[src/srs_cfg.svh]
`ifndef SRS_CFG_SVH
`define SRS_CFG_SVH
// pressure word width, counts of 0.1 mTorr (1 count = 0.1 mTorr)
`define SRS_P_W 24
// factory thresholds in counts: 100 mTorr and 200 mTorr
`define SRS_ON_RST 24'h0003E8
`define SRS_OFF_RST 24'h0007D0
// station address nibble defaults
`define SRS_STN_LO_RST 4'h1
`define SRS_STN_HI_RST 4'h0
// span reading default, 760 Torr in counts
`define SRS_SPAN_RST 24'h73F780
// linear output limits default: 1 mTorr and 1 Torr
`define SRS_LIN_MIN_RST 24'h00000A
`define SRS_LIN_MAX_RST 24'h002710
// step applied by one key press
`define SRS_STEP 24'h000001
`endif

[src/srs_pkg.sv]
package srs_pkg;
   typedef enum logic [1:0] {
      SRS_TORR = 2'b00,
      SRS_MBAR = 2'b01,
      SRS_PA = 2'b10
   } srs_unit_t;
   typedef enum logic [2:0] {
      SRS_SCR_MAIN = 3'b000,
      SRS_SCR_ZERO = 3'b001,
      SRS_SCR_UNIT = 3'b010,
      SRS_SCR_SPAN = 3'b011,
      SRS_SCR_SETPT = 3'b100,
      SRS_SCR_ADDR = 3'b101
   } srs_screen_t;
   typedef struct packed {
      logic store;
      logic next_page;
      logic step_up;
      logic step_down;
      logic zero_calibration;
      logic factory;
   } srs_keys_t;
   typedef struct packed {
      logic [23:0] on_thr;
      logic [23:0] off_thr;
   } srs_thr_t;
endpackage

[src/srs_relay.sv]
`timescale 1ns/100ps
`include "srs_cfg.svh"
// one relay channel: thresholds, guarded edits and hysteresis
module srs_relay (
   // clock and reset
   input wire logic core_clk_i,
   input wire logic resetn_i,
   // measurement and control
   input wire logic [`SRS_P_W-1:0] pressure_i,
   input wire logic disable_i,
   input wire logic restore_i,
   input wire logic on_edit_i,
   input wire logic off_edit_i,
   input wire logic up_i,
   input wire logic down_i,
   // outputs
   output srs_pkg::srs_thr_t thr_o,
   output logic relay_o
);
   import srs_pkg::*;
   logic [`SRS_P_W-1:0] on_q, off_q, on_try, off_try;
   logic relay_q;
   // candidate values; saturate at the ends of the range
   always_comb begin
      on_try = on_q;
      off_try = off_q;
      if (up_i && on_q != {`SRS_P_W{1'b1}}) on_try = on_q + `SRS_STEP;
      if (down_i && on_q != '0) on_try = on_q - `SRS_STEP;
      if (up_i && off_q != {`SRS_P_W{1'b1}}) off_try = off_q + `SRS_STEP;
      if (down_i && off_q != '0) off_try = off_q - `SRS_STEP;
   end
   // thresholds; an edit that would cross the other threshold is dropped
   always_ff @(posedge core_clk_i or negedge resetn_i) begin
      if (!resetn_i) begin
         on_q <= `SRS_ON_RST;
         off_q <= `SRS_OFF_RST;
      end else if (restore_i) begin
         on_q <= `SRS_ON_RST;
         off_q <= `SRS_OFF_RST;
      end else begin
         if (on_edit_i && on_try < off_q) on_q <= on_try;
         if (off_edit_i && off_try > on_q) off_q <= off_try;
      end
   end
   // relay state with hysteresis band; disable forces release
   always_ff @(posedge core_clk_i or negedge resetn_i) begin
      if (!resetn_i) relay_q <= 1'b0;
      else if (disable_i) relay_q <= 1'b0;
      else if (pressure_i < on_q) relay_q <= 1'b1;
      else if (pressure_i > off_q) relay_q <= 1'b0;
   end // between thresholds the state holds
   assign relay_o = relay_q;
   assign thr_o = '{on_thr: on_q, off_thr: off_q};

   a_on_below_off: assert property (@(posedge core_clk_i) disable iff (!resetn_i)
      on_q < off_q) else $error("energize threshold not below release");
   a_edit_guard: assert property (@(posedge core_clk_i) disable iff (!resetn_i)
      off_edit_i && !restore_i && !(off_try > on_q) |=> $stable(off_q))
      else $error("release threshold crossed energize");
   a_relay_energize: assert property (@(posedge core_clk_i) disable iff (!resetn_i)
      !disable_i && pressure_i < on_q |=> relay_q) else $error("relay not energized");
   a_relay_release: assert property (@(posedge core_clk_i) disable iff (!resetn_i)
      !disable_i && pressure_i > off_q && !(pressure_i < on_q) |=> !relay_q)
      else $error("relay not released");
   a_hold_band: assert property (@(posedge core_clk_i) disable iff (!resetn_i)
      !disable_i && pressure_i >= on_q && pressure_i <= off_q |=> $stable(relay_q))
      else $error("relay moved inside band");
   a_relay_disable: assert property (@(posedge core_clk_i) disable iff (!resetn_i)
      disable_i |=> !relay_q) else $error("relay active while disabled");
   a_restore_vals: assert property (@(posedge core_clk_i) disable iff (!resetn_i)
      restore_i |=> on_q == `SRS_ON_RST && off_q == `SRS_OFF_RST)
      else $error("thresholds not restored");
   c_energize: cover property (@(posedge core_clk_i) disable iff (!resetn_i) $rose(relay_q));
   c_release: cover property (@(posedge core_clk_i) disable iff (!resetn_i) $fell(relay_q));
endmodule

[src/srs_top.sv]
`timescale 1ns/100ps
`include "srs_cfg.svh"
// How it works
// - a relay energizes when pressure is below its energize threshold.
// - a relay releases when pressure is above its release threshold.
// - an energize threshold edit reaching the release threshold is refused.
// - a release threshold edit reaching the energize threshold is refused.
// - reset gives thresholds of 100 mTorr energize and 200 mTorr release.
// - a low relay-disable pin holds both relays released.
// - the address low nibble is the station-low setting, 0..15, default 1.
// - the address high nibble is the station-high setting, 0..15, default 0.
// - the combined address is matched for both serial ports.
// - the unit setting picks torr, millibar or pascal, default torr.
// - a unit change restores thresholds and linear limits to factory values.
// - zero calibration captures the present sensor reading.
// - in span calibration up/down adjust the reading and store commits it.
// - store commits and returns to main; next-page steps through screens.
module srs_top (
   // clock and reset
   input wire logic core_clk_i,
   input wire logic resetn_i,
   // measurement and pins
   input wire logic [`SRS_P_W-1:0] pressure_i,
   input wire logic [`SRS_P_W-1:0] sensor_raw_i,
   input wire logic relay_disable_n_i,
   // front panel keys, one-cycle pulses
   input srs_pkg::srs_keys_t keys_i,
   // serial command address check
   input wire logic [7:0] cmd_addr_i,
   // relay outputs
   output logic relay_a_o,
   output logic relay_b_o,
   // settings and state
   output srs_pkg::srs_thr_t relay_a_thr_o,
   output srs_pkg::srs_thr_t relay_b_thr_o,
   output logic [7:0] station_addr_o,
   output logic addr_match_o,
   output srs_pkg::srs_unit_t unit_o,
   output srs_pkg::srs_screen_t screen_o,
   output logic [`SRS_P_W-1:0] zero_point_o,
   output logic [`SRS_P_W-1:0] span_value_o,
   output logic [`SRS_P_W-1:0] lin_min_o,
   output logic [`SRS_P_W-1:0] lin_max_o
);
   import srs_pkg::*;
   // ---------------------------------------------------------------
   // pin synchroniser
   // ---------------------------------------------------------------
   logic dis_meta_q, dis_q;
   // pin is asynchronous; first stage feeds only the second
   always_ff @(posedge core_clk_i or negedge resetn_i) begin
      if (!resetn_i) begin
         dis_meta_q <= 1'b1;
         dis_q <= 1'b1;
      end else begin
         dis_meta_q <= ~relay_disable_n_i;
         dis_q <= dis_meta_q;
      end
   end
   // ---------------------------------------------------------------
   // screen navigation
   // ---------------------------------------------------------------
   srs_screen_t scr_q;
   logic sel_b_q, sel_off_q, sel_hi_q;
   always_ff @(posedge core_clk_i or negedge resetn_i) begin
      if (!resetn_i) begin
         scr_q <= SRS_SCR_MAIN;
      end else if (keys_i.store) begin
         scr_q <= SRS_SCR_MAIN;
      end else if (keys_i.next_page) begin
         unique case (scr_q)
            SRS_SCR_MAIN: scr_q <= SRS_SCR_ZERO;
            SRS_SCR_ZERO: scr_q <= SRS_SCR_UNIT;
            SRS_SCR_UNIT: scr_q <= SRS_SCR_SPAN;
            SRS_SCR_SPAN: scr_q <= SRS_SCR_SETPT;
            SRS_SCR_SETPT: scr_q <= (sel_b_q && sel_off_q) ? SRS_SCR_ADDR : SRS_SCR_SETPT;
            SRS_SCR_ADDR: scr_q <= sel_hi_q ? SRS_SCR_MAIN : SRS_SCR_ADDR;
            default: scr_q <= SRS_SCR_MAIN;
         endcase
      end
   end
   // sub-page selectors walk a-on, a-off, b-on, b-off, then low, high nibble
   always_ff @(posedge core_clk_i or negedge resetn_i) begin
      if (!resetn_i) begin
         sel_b_q <= 1'b0;
         sel_off_q <= 1'b0;
         sel_hi_q <= 1'b0;
      end else if (keys_i.store || !keys_i.next_page) begin
         if (keys_i.store) begin
            sel_b_q <= 1'b0;
            sel_off_q <= 1'b0;
            sel_hi_q <= 1'b0;
         end
      end else if (scr_q == SRS_SCR_SETPT) begin
         sel_off_q <= ~sel_off_q;
         if (sel_off_q) sel_b_q <= ~sel_b_q;
      end else if (scr_q == SRS_SCR_ADDR) begin
         sel_hi_q <= ~sel_hi_q;
      end
   end
   // ---------------------------------------------------------------
   // units, calibration and linear limits
   // ---------------------------------------------------------------
   srs_unit_t unit_q;
   logic restore;
   logic [`SRS_P_W-1:0] zero_q, span_q, span_edit_q, lin_min_q, lin_max_q;
   // unit cycles on step keys; any change restores factory values
   assign restore = (scr_q == SRS_SCR_UNIT) && (keys_i.step_up || keys_i.step_down);
   always_ff @(posedge core_clk_i or negedge resetn_i) begin
      if (!resetn_i) begin
         unit_q <= SRS_TORR;
      end else if (restore) begin
         unique case (unit_q)
            SRS_TORR: unit_q <= keys_i.step_up ? SRS_MBAR : SRS_PA;
            SRS_MBAR: unit_q <= keys_i.step_up ? SRS_PA : SRS_TORR;
            SRS_PA: unit_q <= keys_i.step_up ? SRS_TORR : SRS_MBAR;
            default: unit_q <= SRS_TORR;
         endcase
      end
   end
   // linear limits go back to factory torr values on unit change
   always_ff @(posedge core_clk_i or negedge resetn_i) begin
      if (!resetn_i) begin
         lin_min_q <= `SRS_LIN_MIN_RST;
         lin_max_q <= `SRS_LIN_MAX_RST;
      end else if (restore) begin
         lin_min_q <= `SRS_LIN_MIN_RST;
         lin_max_q <= `SRS_LIN_MAX_RST;
      end
   end
   // zero point taken from raw sensor; operator must be below 1e-4 torr
   always_ff @(posedge core_clk_i or negedge resetn_i) begin
      if (!resetn_i) zero_q <= '0;
      else if (keys_i.zero_calibration && scr_q == SRS_SCR_ZERO) zero_q <= sensor_raw_i;
   end
   // span edit copy is loaded on entry; only store commits it
   always_ff @(posedge core_clk_i or negedge resetn_i) begin
      if (!resetn_i) begin
         span_q <= `SRS_SPAN_RST;
         span_edit_q <= `SRS_SPAN_RST;
      end else if (scr_q != SRS_SCR_SPAN) begin
         span_edit_q <= pressure_i;
      end else if (keys_i.store) begin
         span_q <= span_edit_q;
      end else if (keys_i.step_up) begin
         span_edit_q <= span_edit_q + `SRS_STEP;
      end else if (keys_i.step_down) begin
         span_edit_q <= span_edit_q - `SRS_STEP;
      end
   end
   // ---------------------------------------------------------------
   // station address
   // ---------------------------------------------------------------
   logic [3:0] stn_lo_q, station_high_nibble_q;
   logic addr_up, addr_dn;
   assign addr_up = (scr_q == SRS_SCR_ADDR) && keys_i.step_up;
   assign addr_dn = (scr_q == SRS_SCR_ADDR) && keys_i.step_down;
   // nibble counters wrap within 0..15
   always_ff @(posedge core_clk_i or negedge resetn_i) begin
      if (!resetn_i) begin
         stn_lo_q <= `SRS_STN_LO_RST;
         station_high_nibble_q <= `SRS_STN_HI_RST;
      end else if (sel_hi_q) begin
         if (addr_up) station_high_nibble_q <= station_high_nibble_q + 4'h1;
         else if (addr_dn) station_high_nibble_q <= station_high_nibble_q - 4'h1;
      end else begin
         if (addr_up) stn_lo_q <= stn_lo_q + 4'h1;
         else if (addr_dn) stn_lo_q <= stn_lo_q - 4'h1;
      end
   end
   assign station_addr_o = {station_high_nibble_q, stn_lo_q};
   // one comparator serves both serial ports
   assign addr_match_o = (cmd_addr_i == station_addr_o);
   // ---------------------------------------------------------------
   // relay channels
   // ---------------------------------------------------------------
   logic edit_sp;
   assign edit_sp = (scr_q == SRS_SCR_SETPT);
   srs_relay u_relay_a (
      .core_clk_i(core_clk_i),
      .resetn_i(resetn_i),
      .pressure_i(pressure_i),
      .disable_i(dis_q),
      .restore_i(restore),
      .on_edit_i(edit_sp && !sel_b_q && !sel_off_q),
      .off_edit_i(edit_sp && !sel_b_q && sel_off_q),
      .up_i(keys_i.step_up),
      .down_i(keys_i.step_down),
      .thr_o(relay_a_thr_o),
      .relay_o(relay_a_o)
   );
   srs_relay u_relay_b (
      .core_clk_i(core_clk_i),
      .resetn_i(resetn_i),
      .pressure_i(pressure_i),
      .disable_i(dis_q),
      .restore_i(restore),
      .on_edit_i(edit_sp && sel_b_q && !sel_off_q),
      .off_edit_i(edit_sp && sel_b_q && sel_off_q),
      .up_i(keys_i.step_up),
      .down_i(keys_i.step_down),
      .thr_o(relay_b_thr_o),
      .relay_o(relay_b_o)
   );
   assign unit_o = unit_q;
   assign screen_o = scr_q;
   assign zero_point_o = zero_q;
   assign span_value_o = span_q;
   assign lin_min_o = lin_min_q;
   assign lin_max_o = lin_max_q;

   a_store_main: assert property (@(posedge core_clk_i) disable iff (!resetn_i)
      keys_i.store |=> scr_q == SRS_SCR_MAIN) else $error("store did not return");
   a_zero_capture: assert property (@(posedge core_clk_i) disable iff (!resetn_i)
      keys_i.zero_calibration && scr_q == SRS_SCR_ZERO |=> zero_q == $past(sensor_raw_i))
      else $error("zero point not captured");
   a_span_commit: assert property (@(posedge core_clk_i) disable iff (!resetn_i)
      scr_q == SRS_SCR_SPAN && keys_i.store |=> span_q == $past(span_edit_q))
      else $error("span not committed");
   a_addr_join: assert property (@(posedge core_clk_i) disable iff (!resetn_i)
      ##1 addr_up && !sel_hi_q |=> station_addr_o[3:0] == $past(stn_lo_q) + 4'h1)
      else $error("address low nibble wrong");
   a_unit_restore: assert property (@(posedge core_clk_i) disable iff (!resetn_i)
      restore |=> lin_min_q == `SRS_LIN_MIN_RST && lin_max_q == `SRS_LIN_MAX_RST)
      else $error("linear limits not restored");
   a_disable_pin: assert property (@(posedge core_clk_i) disable iff (!resetn_i)
      !relay_disable_n_i [*4] |-> !relay_a_o && !relay_b_o)
      else $error("relay driven while pin low");
   c_unit_change: cover property (@(posedge core_clk_i) disable iff (!resetn_i) restore);
   c_zero_cal: cover property (@(posedge core_clk_i) disable iff (!resetn_i)
      keys_i.zero_calibration && scr_q == SRS_SCR_ZERO);
   c_addr_screen: cover property (@(posedge core_clk_i) disable iff (!resetn_i)
      scr_q == SRS_SCR_ADDR);
endmodule

[config.mk]
export PLATFORM = sky130hd
export DESIGN_NAME = srs_top
export DESIGN_NICKNAME = d
export VERILOG_FILES = /design/src/srs_pkg.sv /design/src/srs_relay.sv /design/src/srs_top.sv
export VERILOG_INCLUDE_DIRS = /design/src
export SDC_FILE = /design/constraint.sdc
export NUM_CORES = 1
export LEC_CHECK = 0
export BUFFER_PORTS_ARGS = -buffer_cell sky130_fd_sc_hd__buf_2
export CORE_ASPECT_RATIO = 0.9
export CORE_MARGIN = 3
export CORE_UTILIZATION = 24
export DETAILED_ROUTE_END_ITERATION = 12
export SLEW_MARGIN = 30
export SYNTH_ARGS = -nofsm -noshare
export SYNTH_HDL_FRONTEND = slang
export SYNTH_HIERARCHICAL = 1
export SYNTH_SLANG_ARGS = --single-unit
export TNS_END_PERCENT = 10
[constraint.sdc]
create_clock -name core_clk_i -period 5.35 [get_ports core_clk_i]
set_clock_uncertainty 0.05 [all_clocks]
set_input_delay 1.07 -clock core_clk_i [delete_from_list [all_inputs] [get_ports core_clk_i]]
set_output_delay 1.07 -clock core_clk_i [all_outputs]
set_load 0.05 [all_outputs]
==> flow_metrics.tcl, run 1 <==
set metrics [dict create \
    status "completed" \
    synthCells 2092 \
    grt_pass1_wl_um 99000 \
    wl_met2_um 29700 \
    critPathRequiredTime_ns 5.70 \
    holdPathEnd "dis_q" \
    setup_violations 0 \
    clk_latency_ns 0.50 \
    ff2ff_path_depth 15 \
    core_mm2 0.0735 \
    avgSynthCellArea_um2 8.57 \
    cts.clk_slew.worst_paths_ns 0.08 \
    max_freq_mhz 196 \
    endpoint_kind "flip-flop" \
    wl_per_cell_um 20.1 \
    critPathKind "reg2reg" \
    ant_nets 0 \
    drtIter0Drc 1507 \
    nFillCells 7923 \
    drv_slew 0 \
    final_common_cell "ha_1" \
    cts_made_buffers 17 \
    drc 0 \
    fp.dieH_um 265 \
    dpl.hpwl_um 53100 \
    power.density_mw_per_mm2 255 \
    ys_async_sr_fraction_pct 100 \
    cp_slowest_cell "or4_1" \
    crit_path_max_incr_delay_ns 0.63 \
    cts_setup_buffers 0 \
    drive_gt1_share_pct 21.2 \
    whs_ns 0.328 \
    hold_path_depth 0 \
    overflow 0 \
    first_pass_iters 5 \
    synth_cell_types 95 \
    ys_seq_area_share_pct 26.6 \
    cts_tree "yes" \
    start_util_pct 24.4 \
    antenna_found_initial 3 \
    relSlewSlack_pct 38.5 \
    synth_edf_count 0 \
    gp_congestion 0.936 \
    portBuffers 223 \
    worst_pin_slew_ns 0.913 \
    vias 17200 \
    min_path_type "reg2reg" \
    worstReg2RegStart "u_relay_b/off_q[7]" \
    die_x_um 294 \
    routed_via_density 5.20 \
    p_leak_nw 9.28 \
    dieArea_mm2 0.0780 \
    synth_ff_type "dfrtp_1" \
    worstPathCellList "and4_1, nand3_1, or4_1, nor4_4, a31oi_1, xnor2_1, ha_1, and4_1, nand3_1, or4_4, a211o_1, o211a_2, buf_4, or4_1, a21oi_1" \
    ff2ff_setup_slack_ns 0.24 \
    grt_pass1_vias 15800 \
    peakVddDrop_mv 0.236 \
    power.total_mw 5.36 \
    io_pins 273 \
    cp_num_buf_inv 1 \
    wirelength_um 66400 \
    min_period_over_period_pct 95.6 \
    dp_cells 3269 \
    top_layer "met5" \
    numClockSinks 188 \
    critPathTopFamily "simple AND/OR/NAND/NOR gates" \
    nets 2622 \
    cts_root_buffer "clkbuf_16" \
    rsz0062_at_grt "yes" \
    grt_use_total_pct 16.6 \
    layout_common_cells "ha_1 (226), buf_2 (222), nor2_1 (149)" \
    reg2reg_to "u_relay_b/off_q[20]" \
    stdcell_count 3301 \
    hold_violations 0 \
    ys_ff_latch 188 \
    drv_cap 0 \
    num_rows 94 \
    h-tree-depth 4 \
    route.met3.wl_um 5370 \
    startpoint "u_relay_b/off_q[7]" \
    synth.cell_area_mm2 0.0179 \
    hold_start "dis_meta_q" \
    syn2layout_area_growth_pct 17.3 \
    utilization_pct 28.6 \
    setup.worst_path.start_class "flip-flop" \
    fin_crit_ns 5.11 \
    antennaDiodeCount 0 \
    clock_path_buffers 2 \
    yosys_warnings 6 \
    cp_max_fo 15 \
    grt_max_degree 86 \
    met1_length_um 30300 \
    cp.arrival_ns 5.47 \
]
[cells in the mapped netlist, drive strengths merged, types with 56 or more instances]
cell	n	share of area, %
ha	226	16
nor2	150	3.1
dfrtp	135	19
nand2	135	2.8
a21oi	132	3.7
xnor2	132	6.4
inv	111	2.3
o21ai	108	3.0
clkbuf	72	1.5
nand3	70	2.0
buf	66	2.6
nor3	62	1.9
nand4	58	2.0
mux2	56	3.5
[metrics by stage]
stage	cell area, um2	worst slack, ns	TNS (ns)
6_report	21000	0.237	0
3_5_place_dp	20400	0.0198	0
2_1_floorplan	18100	0.0715	0
5_1_grt	21000	-0.000772	-0.000772
3_3_place_gp	20400	0.0718	0
4_1_cts	21000	0.0905	0
[power by group]
group / switching, mW / internal, mW
clock: 0.647 / 0.631
sequential: 0.164 / 1.65
combinational: 1.59 / 0.674
total: 2.40 / 2.96
[metal layers]
| metal | GRT usage (%) | vias to the layer above |
|---|---|---|
| li1 | - | 8182 |
| met1 | 22.9 | 8275 |
| met2 | 26.2 | 664 |
| met3 | 3.78 | 55 |
| met4 | 3.88 | 4 |
| met5 | 0 | - |
[cell type report]
class	instances	area (um2)	share of cell area (%)
inverters	116	435	2.07
well taps	960	1200	5.71
flip-flops and latches	188	4770	22.7
repair buffers	309	1820	8.66
multi-input cells	1696	12200	58.3
clock buffers	22	465	2.21
clock inverters	10	80.1	0.381
[worst max path at each step]
stage	endpoint	slack (ns)	cells past startpoint
2_1_floorplan	u_relay_b/off_q[12]	0.07	17
3_3_place_gp	u_relay_b/off_q[16]	0.07	15
3_5_place_dp	u_relay_b/off_q[14]	0.02	15
4_1_cts	u_relay_b/off_q[20]	0.09	15
5_1_grt	u_relay_b/on_q[16]	-0.0008	16
6_report	u_relay_b/off_q[20]	0.24	15
[cell families (layout without fill, tap and decap cells)]
family	count (synthesis)	count (layout)	share of synthesized area, %
adder cells (fa/ha/maj)	229	229	16.1
XOR/XNOR	144	144	7.04
multiplexers	71	71	4.36
other	2	48	0.0419
flip-flops	188	188	26.6
AO/OA/AOI/OAI	517	517	19.1
buffers and inverters	254	457	6.54
AND/OR/NAND/NOR	687	687	20.2
[what timing repair did]
item                                   CTS  global route
gates resized for setup                  0             9
endpoints found under the hold margin    0             0
hold buffers                             0             0
setup endpoints to repair                0            22
[sequential cells by signal (all words and copies together) (netlist names), 2 cells and up]
name and flops:
screen_o 3, station_high_nibble_q 4, unit_o 2, span_edit_q 24
span_value_o 24, u_relay_a/on_q 24, u_relay_a/off_q 24, u_relay_b/off_q 24
stn_lo_q 4, zero_point_o 24, u_relay_b/on_q 24
[worst reg2reg max path, stage by stage (launching register included)]
cell and delay, ns:
dfstp_2 0.60, and4_1 0.28, nand3_1 0.15, or4_1 0.63
nor4_4 0.22, a31oi_1 0.19, xnor2_1 0.16, ha_1 0.30
and4_1 0.21, nand3_1 0.16, or4_4 0.61, a211o_1 0.33
o211a_2 0.25, buf_4 0.23, or4_1 0.48, a21oi_1 0.18
(Power assumes the default switching activity.)
==> run 2: changes to the inputs <==
- CORE_ASPECT_RATIO: 0.9 -> not set
- SKIP_CTS_REPAIR_TIMING: not set -> 1
==> run 2 against run 1 <==
Net effect:
- sequential power about the same
- first-iteration DRC count is 20% lower
- sequential share of layout area up 0.061 points
- largest cell class unchanged
- setup slack worse by 0.087 ns
- highest routed layer unchanged
==> flow_metrics.tcl, run 2 (synthesized netlist as in run 1, its figures left out) <==
set metrics [dict create \
    status "completed" \
    worst_pin_slew_ns 0.880 \
    syn2layout_area_growth_pct 17.0 \
    p_leak_nw 9.24 \
    final_area_mm2 0.0210 \
    cp_slowest_cell "or4_1" \
    grt_use_total_pct 16.5 \
    worstReg2RegStart "u_relay_b/off_q[1]" \
    grt_pass1_wl_um 97800 \
    setup.worst_path.start_class "flip-flop" \
    clock_path_buffers 2 \
    start_util_pct 24.4 \
    ff2ff_path_depth 17 \
    layout_common_cells "ha_1 (226), buf_2 (222), nor2_1 (149)" \
    vias 16900 \
    critPathRequiredTime_ns 5.72 \
    ff2ff_setup_slack_ns 0.15 \
    ant_nets 0 \
    setup_violations 0 \
    dieArea_mm2 0.0780 \
    first_pass_iters 6 \
    placed_area_mm2 0.0203 \
    startpoint "u_relay_b/off_q[1]" \
    dpl.hpwl_um 52400 \
    io_pins 273 \
    grt_pass1_vias 15800 \
    num_rows 99 \
    endpoint_kind "flip-flop" \
    cp.arrival_ns 5.57 \
    final_common_cell "ha_1" \
    relSlewSlack_pct 40.7 \
    rsz0062_at_grt "no" \
    clk_latency_ns 0.50 \
    wl_per_cell_um 20.1 \
    grt_max_degree 98 \
    peakVddDrop_mv 0.175 \
    holdPathEnd "dis_q" \
    antennaDiodeCount 0 \
    critPathKind "reg2reg" \
    crit_path_max_incr_delay_ns 0.67 \
    cts_made_buffers 17 \
    whs_ns 0.311 \
    cts.clk_slew.worst_paths_ns 0.08 \
    drv_slew 0 \
    reg2reg_to "u_relay_b/off_q[5]" \
    numClockSinks 188 \
    hold_start "dis_meta_q" \
    power.total_mw 5.52 \
    hold_path_depth 0 \
    power.density_mw_per_mm2 263 \
    min_period_over_period_pct 97.2 \
    cp_max_fo 11 \
    wirelength_um 65900 \
    routed_via_density 5.16 \
    h-tree-depth 4 \
    max_freq_mhz 192 \
    worstPathCellList "buf_4, inv_1, ha_1, and4_1, a31oi_1, and3_1, a31oi_1, xnor2_1, ha_1, and4_1, nand3_1, or4_1, a211o_1, o211a_1, buf_4, or4_1, a21oi_1" \
    drc 0 \
    overflow 0 \
    fin_crit_ns 5.20 \
    drtIter0Drc 1213 \
    cts_tree "yes" \
    portBuffers 223 \
    nets 2604 \
    die_x_um 279 \
    drv_cap 0 \
    cts_root_buffer "clkbuf_16" \
    antenna_found_initial 3 \
    drive_gt1_share_pct 20.5 \
    core_mm2 0.0735 \
    fp.dieH_um 279 \
    tns_ns 0 \
    hold_violations 0 \
    min_path_type "reg2reg" \
    gp_congestion 0.937 \
]
## run 2: cell count changes in the layout (fill, tap and decap cells not counted), sizes merged
cell	delta
clkbuf	-5
buf	-18
clkinv	-1
bufinv	+3
clkinvlp	+1
inv	+2
## run 2: critical path: cells and delay by family (launching register included)
family	cells	cell delay (ns)
AND/OR/NAND/NOR	6	2.09
AO/OA/AOI/OAI	5	1.27
adder cells (fa/ha/maj)	2	0.58
buffers and inverters	3	0.56
flip-flops	1	0.42
XOR/XNOR	1	0.15
## run 2: layout make-up
type	count	area, um2
repair buffers	291	1710
inverters	116	435
clock buffers	17	425
fillers	7942	52500
flip-flops and latches	188	4770
multi-input cells	1696	12200
well taps	959	1200
clock inverters	15	226
## run 2: how the worst max path moves through the flow
| stage | to | slack [ns] | cells past startpoint |
|---|---|---|---|
| finish | u_relay_b/off_q[5] | 0.15 | 17 |
| floorplan | u_relay_b/off_q[12] | 0.07 | 17 |
| global placement | u_relay_b/off_q[2] | 0.14 | 15 |
| CTS | u_relay_b/off_q[2] | 0.30 | 17 |
| detailed placement | u_relay_b/off_q[15] | 0.1 | 15 |
| global route | u_relay_b/off_q[3] | 0.001 | 16 |
## run 2: metrics by stage
stage,util (%),worst slack [ns],cells
finish,28.5,0.150,3282
global route,28.5,0.00108,3282
CTS,28.5,0.304,3281
detailed placement,27.6,0.0982,3249
global placement,27.6,0.144,3249
floorplan,-,0.0715,2138
## run 2: metal layers
metal	wire, um	track usage [%]
met1	28900	21.4
met2	31000	27.3
met3	4510	3.67
met4	1590	4.97
met5	26	0
## run 2: power breakdown
group	switching [mW]	internal [mW]
registers	0.170	1.65
logic	1.58	0.667
clock network	0.688	0.763
